==> config.mk <==
export PLATFORM = sky130hd
export DESIGN_NAME = dadi_core
export DESIGN_NICKNAME = d
export VERILOG_FILES = /design/src/dadi_pkg.sv /design/src/dadi_alu_if.sv /design/src/dadi_bcd_adj.sv /design/src/dadi_dec_unit.sv /design/src/dadi_core.sv
export SDC_FILE = /design/constraint.sdc
export NUM_CORES = 1
export LEC_CHECK = 0
export ABC_CLOCK_PERIOD_IN_PS = 3940
export BUFFER_PORTS_ARGS = -buffer_cell sky130_fd_sc_hd__buf_2
export CAP_MARGIN = 10
export CORE_UTILIZATION = 45
export CTS_CLUSTER_SIZE = 10
export DETAILED_ROUTE_END_ITERATION = 12
export PLACE_DENSITY = 0.77
export SLEW_MARGIN = 0
export SYNTH_ARGS = -nofsm -noshare
export SYNTH_HDL_FRONTEND = slang
export SYNTH_SLANG_ARGS = --single-unit
==> constraint.sdc <==
create_clock -name i_ref_clk -period 3.94 [get_ports i_ref_clk]
set_input_delay 0.197 -clock i_ref_clk [delete_from_list [all_inputs] [get_ports i_ref_clk]]
set_output_delay 0.197 -clock i_ref_clk [all_outputs]
set_load 0.02 [all_outputs]
==> src/dadi_pkg.sv <==
/*
  Shared constants and types of the decimal adjust, decrement and
  global interrupt enable execution block.
  Assumes one core clock; the register file and fetch pipeline sit outside.
*/
package dadi_pkg;

  // Instruction selector, one-hot
  typedef enum logic [6:0] {
    OP_NONE = 7'h01,
    OP_ADD_ACC_REG = 7'h02,
    OP_DECIMAL_ADJUST_ACC = 7'h04,
    OP_DECREMENT_REG = 7'h08,
    OP_DECREMENT_SKIP_ZERO = 7'h10,
    OP_GLOBAL_IRQ_OFF = 7'h20,
    OP_GLOBAL_IRQ_ON = 7'h40
  } dadi_op_e;

  // Execution slot state, one-hot
  typedef enum logic [1:0] {
    ST_EXEC = 2'h1,
    ST_SKIP = 2'h2
  } dadi_st_e;

  localparam int unsigned DATA_W = 8;
  localparam int unsigned FADDR_W = 7;
  localparam int unsigned RADDR_W = 4;

  // Software register indices
  localparam logic [3:0] REG_ACC = 4'h0;
  localparam logic [3:0] REG_STATUS = 4'h1;
  localparam logic [3:0] REG_GIE = 4'h2;

  // Status field positions
  localparam int unsigned STAT_Z_POS = 0;
  localparam int unsigned STAT_C_POS = 1;
  localparam int unsigned STAT_HC_POS = 2;

  // Values after reset
  localparam logic [7:0] ACC_RST = 8'h00;
  localparam logic FLAG_RST = 1'b0;
  localparam logic GIE_RST = 1'b0;
  localparam logic [7:0] RDATA_RST = 8'h00;
  localparam logic [6:0] RF_ADDR_RST = 7'h00;
  localparam logic [7:0] RF_DATA_RST = 8'h00;
  localparam logic READY_RST = 1'b1;
  localparam logic PULSE_RST = 1'b0;

  // Decimal adjust constants
  localparam logic [3:0] BCD_MAX_DIGIT = 4'h9;
  localparam logic [3:0] BCD_FIX = 4'h6;

  // Cycles of the skip slot
  localparam int unsigned SKIP_CYCLES = 1;

  // Digit above nine
  function automatic logic digit_over(input logic [3:0] d);
    digit_over = (d > BCD_MAX_DIGIT);
  endfunction

  // Byte equal to zero
  function automatic logic byte_zero(input logic [7:0] v);
    byte_zero = (v == 8'h00);
  endfunction

endpackage

==> src/dadi_alu_if.sv <==
/*
  Carrier between the executor and its two arithmetic units.
  Assumes all members are combinational within one clock.
*/
`timescale 1ns/100ps
`default_nettype none
interface dadi_alu_if;
  logic [7:0] acc;
  logic hc;
  logic c;
  logic [7:0] bcd_res;
  logic bcd_c;
  logic [7:0] opnd;
  logic [7:0] dec_res;
  logic dec_zero;

  modport core (output acc, hc, c, opnd, input bcd_res, bcd_c, dec_res, dec_zero);
  modport bcd (input acc, hc, c, output bcd_res, bcd_c);
  modport dec (input opnd, output dec_res, dec_zero);
endinterface
`default_nettype wire

==> src/dadi_bcd_adj.sv <==
/*
  Combinational decimal adjust of the accumulator.
  Assumes the flags come from the addition just before.
*/
`timescale 1ns/100ps
`default_nettype none
module dadi_bcd_adj (
  dadi_alu_if.bcd alu
);
  import dadi_pkg::*;

  wire fix_lo;
  wire [8:0] lo_sum;
  wire fix_hi;
  wire [8:0] hi_sum;

  // Low digit fix, then high digit fix
  assign fix_lo = digit_over(alu.acc[3:0]) | alu.hc; // RL10
  assign lo_sum = {1'b0, alu.acc} + (fix_lo ? {5'h00, BCD_FIX} : 9'h000);
  assign fix_hi = digit_over(lo_sum[7:4]) | alu.c | lo_sum[8]; // RL10
  assign hi_sum = {1'b0, lo_sum[7:0]} + (fix_hi ? {1'b0, BCD_FIX, 4'h0} : 9'h000);
  assign alu.bcd_res = hi_sum[7:0];
  assign alu.bcd_c = fix_hi | hi_sum[8]; // RL10
endmodule
`default_nettype wire

==> src/dadi_dec_unit.sv <==
/*
  Combinational decrement of a file register value with zero detect.
  Assumes the operand is the value read from the addressed register.
*/
`timescale 1ns/100ps
`default_nettype none
module dadi_dec_unit (
  dadi_alu_if.dec alu
);
  import dadi_pkg::*;

  assign alu.dec_res = alu.opnd - 8'h01;
  assign alu.dec_zero = byte_zero(alu.dec_res);
endmodule
`default_nettype wire

==> src/dadi_core.sv <==
/*
  Executor for the addition, decimal adjust, decrement, decrement with
  skip, and global interrupt off/on instructions, with a small software
  register port for accumulator, status flags and interrupt enable.
  Assumes the issuing core presents the file register value already read,
  and that the fetch stage honours the discard pulse.
*/
// Added by the designer: strobed register access and the address map.
// Functional notes
// RL1: Decimal adjust converts accumulator, sets carry, 1 cycle
// RL2: Program places adjust right after the addition
// RL3: Program should mask interrupts around add and adjust
// RL4: Decrement-skip writes accumulator (d=0) or register (d=1)
// RL5: Zero result discards fetched instruction, runs no-op
// RL6: Decrement-skip takes one cycle, two when skipping
// RL7: Decrement routes by destination, updates zero, 1 cycle
// RL8: Interrupt off clears global enable in one cycle
// RL9: Interrupt on sets global enable to one
// RL10: Add six per nibble over nine or carried
// RL11: File operand address is seven bits, 0..127
`timescale 1ns/100ps
`default_nettype none
module dadi_core (
  input wire logic i_ref_clk,
  input wire logic i_rstn,
  input wire logic i_op_valid,
  input wire dadi_pkg::dadi_op_e i_op,
  input wire logic [dadi_pkg::FADDR_W-1:0] i_reg_addr,
  input wire logic i_dest,
  input wire logic [dadi_pkg::DATA_W-1:0] i_reg_val,
  input wire logic [dadi_pkg::RADDR_W-1:0] i_sw_addr,
  input wire logic [dadi_pkg::DATA_W-1:0] i_sw_wdata,
  input wire logic i_sw_we,
  input wire logic i_sw_re,
  output logic [dadi_pkg::DATA_W-1:0] o_sw_rdata,
  output logic [dadi_pkg::DATA_W-1:0] o_acc,
  output logic o_flag_z,
  output logic o_flag_c,
  output logic o_flag_hc,
  output logic o_gie,
  output logic o_rf_we,
  output logic [dadi_pkg::FADDR_W-1:0] o_rf_addr,
  output logic [dadi_pkg::DATA_W-1:0] o_rf_wdata,
  output logic o_ready,
  output logic o_discard
);
  import dadi_pkg::*;

  dadi_alu_if alu ();

  dadi_bcd_adj u_bcd (
    .alu(alu)
  );

  dadi_dec_unit u_dec (
    .alu(alu)
  );

  logic [7:0] acc_q;
  logic [7:0] acc_d;
  logic z_q;
  logic z_d;
  logic c_q;
  logic c_d;
  logic hc_q;
  logic hc_d;
  logic gie_q;
  logic gie_d;
  logic rf_we_q;
  logic [6:0] rf_addr_q;
  logic [7:0] rf_wdata_q;
  logic [7:0] rdata_q;
  logic [7:0] rdata_d;
  dadi_st_e st_q;
  dadi_st_e st_d;
  logic ready_q;
  logic discard_q;

  wire take;
  wire is_add;
  wire is_daa;
  wire is_dec;
  wire is_dsz;
  wire is_off;
  wire is_on;
  wire any_dec;
  wire [8:0] add_sum;
  wire add_hc;
  wire skip_now;
  wire to_acc;
  wire to_reg;
  wire [7:0] op_res;
  wire sw_acc_we;
  wire sw_stat_we;
  wire sw_gie_we;

  // Operand routing into the arithmetic units
  assign alu.acc = acc_q;
  assign alu.hc = hc_q;
  assign alu.c = c_q;
  assign alu.opnd = i_reg_val;

  // Instruction decode; nothing is taken in the discarded slot
  assign take = i_op_valid & ready_q; // RL5
  assign is_add = take & (i_op == OP_ADD_ACC_REG);
  assign is_daa = take & (i_op == OP_DECIMAL_ADJUST_ACC);
  assign is_dec = take & (i_op == OP_DECREMENT_REG);
  assign is_dsz = take & (i_op == OP_DECREMENT_SKIP_ZERO);
  assign is_off = take & (i_op == OP_GLOBAL_IRQ_OFF);
  assign is_on = take & (i_op == OP_GLOBAL_IRQ_ON);
  assign any_dec = is_dec | is_dsz;

  // Binary addition that feeds the decimal adjust
  assign add_sum = {1'b0, acc_q} + {1'b0, i_reg_val};
  assign add_hc = ({1'b0, acc_q[3:0]} + {1'b0, i_reg_val[3:0]}) > 5'h0f;

  assign op_res = any_dec ? alu.dec_res : add_sum[7:0];
  assign to_acc = (any_dec | is_add) & ~i_dest; // RL4 RL7
  assign to_reg = (any_dec | is_add) & i_dest; // RL4 RL7
  assign skip_now = is_dsz & alu.dec_zero; // RL5

  // Software register strobes
  assign sw_acc_we = i_sw_we & (i_sw_addr == REG_ACC);
  assign sw_stat_we = i_sw_we & (i_sw_addr == REG_STATUS);
  assign sw_gie_we = i_sw_we & (i_sw_addr == REG_GIE);

  // Accumulator; instruction result wins over a software write
  always_comb begin
    acc_d = acc_q;
    if (sw_acc_we) begin
      acc_d = i_sw_wdata;
    end
    if (is_daa) begin
      acc_d = alu.bcd_res; // RL1
    end else if (to_acc) begin
      acc_d = op_res;
    end
  end

  // Flags; hardware update wins over a software write
  always_comb begin
    z_d = z_q;
    c_d = c_q;
    hc_d = hc_q;
    if (sw_stat_we) begin
      z_d = i_sw_wdata[STAT_Z_POS];
      c_d = i_sw_wdata[STAT_C_POS];
      hc_d = i_sw_wdata[STAT_HC_POS];
    end
    if (is_add) begin
      z_d = byte_zero(add_sum[7:0]);
      c_d = add_sum[8];
      hc_d = add_hc;
    end else if (is_daa) begin
      c_d = alu.bcd_c; // RL1
    end else if (is_dec) begin
      z_d = alu.dec_zero; // RL7
    end
  end

  // Global interrupt enable
  always_comb begin
    gie_d = gie_q;
    if (sw_gie_we) begin
      gie_d = i_sw_wdata[0];
    end
    if (is_off) begin
      gie_d = 1'b0; // RL8
    end else if (is_on) begin
      gie_d = 1'b1; // RL9
    end
  end

  // Slot state
  always_comb begin
    case (st_q)
      ST_EXEC: st_d = skip_now ? ST_SKIP : ST_EXEC; // RL6
      ST_SKIP: st_d = ST_EXEC; // RL6
      default: st_d = ST_EXEC;
    endcase
  end

  // Read data
  always_comb begin
    rdata_d = RDATA_RST;
    if (i_sw_re) begin
      case (i_sw_addr)
        REG_ACC: rdata_d = acc_q;
        REG_STATUS: rdata_d = {5'h00, hc_q, c_q, z_q};
        REG_GIE: rdata_d = {7'h00, gie_q};
        default: rdata_d = RDATA_RST;
      endcase
    end
  end

  always_ff @(posedge i_ref_clk or negedge i_rstn) begin
    if (!i_rstn) begin
      acc_q <= ACC_RST;
      z_q <= FLAG_RST;
      c_q <= FLAG_RST;
      hc_q <= FLAG_RST;
      gie_q <= GIE_RST;
    end else begin
      acc_q <= acc_d;
      z_q <= z_d;
      c_q <= c_d;
      hc_q <= hc_d;
      gie_q <= gie_d;
    end
  end

  always_ff @(posedge i_ref_clk or negedge i_rstn) begin
    if (!i_rstn) begin
      rf_we_q <= PULSE_RST;
      rf_addr_q <= RF_ADDR_RST;
      rf_wdata_q <= RF_DATA_RST;
    end else begin
      rf_we_q <= to_reg; // RL4 RL7
      rf_addr_q <= i_reg_addr; // RL11
      rf_wdata_q <= op_res;
    end
  end

  always_ff @(posedge i_ref_clk or negedge i_rstn) begin
    if (!i_rstn) begin
      st_q <= ST_EXEC;
      ready_q <= READY_RST;
      discard_q <= PULSE_RST;
      rdata_q <= RDATA_RST;
    end else begin
      st_q <= st_d;
      ready_q <= (st_d == ST_EXEC); // RL6
      discard_q <= skip_now; // RL5
      rdata_q <= rdata_d;
    end
  end

  assign o_acc = acc_q;
  assign o_flag_z = z_q;
  assign o_flag_c = c_q;
  assign o_flag_hc = hc_q;
  assign o_gie = gie_q;
  assign o_rf_we = rf_we_q;
  assign o_rf_addr = rf_addr_q;
  assign o_rf_wdata = rf_wdata_q;
  assign o_ready = ready_q;
  assign o_discard = discard_q;
  assign o_sw_rdata = rdata_q;
endmodule
`default_nettype wire

==> run metrics <==
row count 27; PwrDens 490 mW/mm^2; worst setup margin 0.395 ns; GPL Wtd Cong 0.902; Final min period 3.54 ns; total track usage 23.9%; Antenna diodes 0; Clock Skew 0.00538 ns; hpwl dp 5370 um; Final Setup Violations 0; first-pass GRT wire length 11200 um; TritonRoute pass-1 iters 4; leading cell types by count after synthesis 38 x dfrtp_1, 27 x nand2_1, 21 x nor2_1; Hold Path Class in2async; DIE AREA 0.00611 mm^2; sequential fraction of the synthesis area 37.4%; Final ANT Viol Nets 0; design area 0.00320 mm^2; fin util 57.8%; Remaining DRCs 0; top-count cell post-synth dfrtp_1; DR WL/cell 15.7 um; async set-reset flop share out of synthesis 100%; post-synth top area cell dfrtp_1; CTS tree built; antenna violations before repair 0; Sinks on Clock Net 39; vias in the first global route 2263; Max VDD drop 244 uV; distinct cell type count after synthesis 58; global route total overflow 0; Max Fclk 0.282 GHz; post-route setup TNS 0 ns; worst setup path class reg2reg; worst-path fanout max 8; pin count of the biggest net entering global routing 40; DR vias/cell 5.57; Startpoint Class flop; Cell Area, Synth 0.00261 mm^2; placed cell areas 0.00305 mm^2; Inserted Clock Buffers 5; Crit. End Element flop; EDFF count, synth 0; synthesis-stage register bit count 39; Max Slew Vio Count 0; FF-to-FF path depth 15; clock slew at reported path FFs 0.08 ns; Core ar. 0.00554 mm^2; syn avg cell area 9.13 um^2; Final Cycle Share 90.0%; max_cap viols 0; CP startpoint o_acc[3]$_DFFE_PN0N_; Placement Setup Slack 0.433 ns; IO Count 78; r2r endpoint o_acc[7]$_DFFE_PN0N_; syn_nets 343; Critical Path RT 4.12 ns; CP arrival 3.72 ns; Routed Wire Length 6850 um; Slew @ Worst Pin 0.846 ns; H-tree Lvls 2; Port Buffers 77; Cells after Synth 286; initial core utilization 47.2%; ys flop type dfrtp_1; die width 78.2 um; Final Net Count 421; Worst-Skew Late Latency 0.29 ns; leak pwr 1.51 nW; Synth top area share 36.4%; outcome completed; Area contributors post-synth dfrtp_1 36%, ha_1 6.7%, xnor2_1 4.0%; CTS root buf clkbuf_8; yosys warns 0; CTS max path bufs 2; cts repair resizes 0; DR iter-0 viols 162; endpoints failing hold 0; relative slew slack 42.9%; die height 78.2 um; share of cells above drive strength 1 26.8%; reg-to-reg startpoint o_acc[3]$_DFFE_PN0N_; flop2flop setup slack 0.40 ns; RSZ-0062 raised after global routing no; DR vias 2436; Layout Area Growth over Synthesis 22.6%
worst max-delay path by stage:
stage / endpoint / cells after the start / slack, ns
global placement: o_acc[7]$_DFFE_PN0N_ / 15 / 0.55
CTS: o_acc[7]$_DFFE_PN0N_ / 15 / 0.41
floorplan: o_acc[6]$_DFFE_PN0N_ / 15 / 0.59
detailed placement: o_acc[7]$_DFFE_PN0N_ / 15 / 0.43
finish: o_acc[7]$_DFFE_PN0N_ / 15 / 0.40
global route: o_acc[7]$_DFFE_PN0N_ / 15 / 0.13
kinds of logic after synthesis:
group           count (synthesis)  share of synthesized area, %
xor+xnor                       17                          5.70
buf+inv                        23                          3.50
compound gates                 66                          16.6
mux                             8                          3.11
simple gates                  116                          24.7
fa+ha+maj                      17                          9.00
flops                          39                          37.4
sequential cells by signal, summed over array words and instances, names as in the netlist, 7 cells and up:
name and count:
o_acc 8, o_sw_rdata 8, o_rf_wdata 8, o_rf_addr 7
stage by stage:
step                      power, W  cells  hold slack [ns]
final                      0.00157    437          0.00511
after detailed placement   0.00124    425            0.307
after CTS                  0.00158    436          0.00185
after floorplan            0.00101    286          -0.0986
after global placement     0.00123    425            0.305
after global routing       0.00168    437         0.000410
cells in the final DEF (no fill, tap or decap), drive strengths merged, types with 5 or more instances in the layout:
cell type,synthesis,final
nor3b,9,9
a21oi,15,15
nand3,10,10
nand3b,6,6
ha,14,14
nor3,14,14
o21ai,18,18
xor2,5,5
xnor2,12,12
clkbuf,7,5
inv,12,12
nor2,21,21
buf,4,78
mux2i,7,7
dfrtp,38,38
nand2,28,28
timing repair:
item | CTS | global route
setup buffers | 0 | 0
endpoints found under the hold margin | 3 | 1
hold buffers | 3 | 1
area by class of cell:
type	instances	area, um^2
timing repair buffer	82	433
clock buffer	5	68.8
tap	72	90.1
multi-input combinational	224	1540
fill	503	2340
clock inverter	3	43.8
sequential	39	977
inverter	12	45.0
report_power, final:
| part | switching, W | total (W) | leakage, nW | internal [W] |
|---|---|---|---|---|
| clock | 0.000143 | 0.000332 | 0.0581 | 0.000189 |
| sequential | 0.0000725 | 0.000547 | 0.480 | 0.000475 |
| combinational | 0.000416 | 0.000691 | 0.975 | 0.000275 |
critical path: stages, from the launching register on:
cell	delay, ns
dfrtp_1	0.49
o21ai_0	0.13
nand2b_1	0.13
ha_1	0.18
inv_1	0.06
fa_1	0.43
nor4b_1	0.46
nor2_1	0.08
a211oi_1	0.27
or2_2	0.19
ha_1	0.15
inv_1	0.05
fa_1	0.37
xnor2_1	0.16
o22ai_1	0.09
o22a_1	0.19
metal layers:
metal | global-route usage [%] | up-vias | wire, um
met5 | 0 | - | 0
met4 | 7.78 | 0 | 157
met3 | 4.30 | 14 | 408
met2 | 38.6 | 88 | 3210
met1 | 32.3 | 1152 | 3070
li1 | - | 1182 | -
Power figures use the tool's default switching activity.
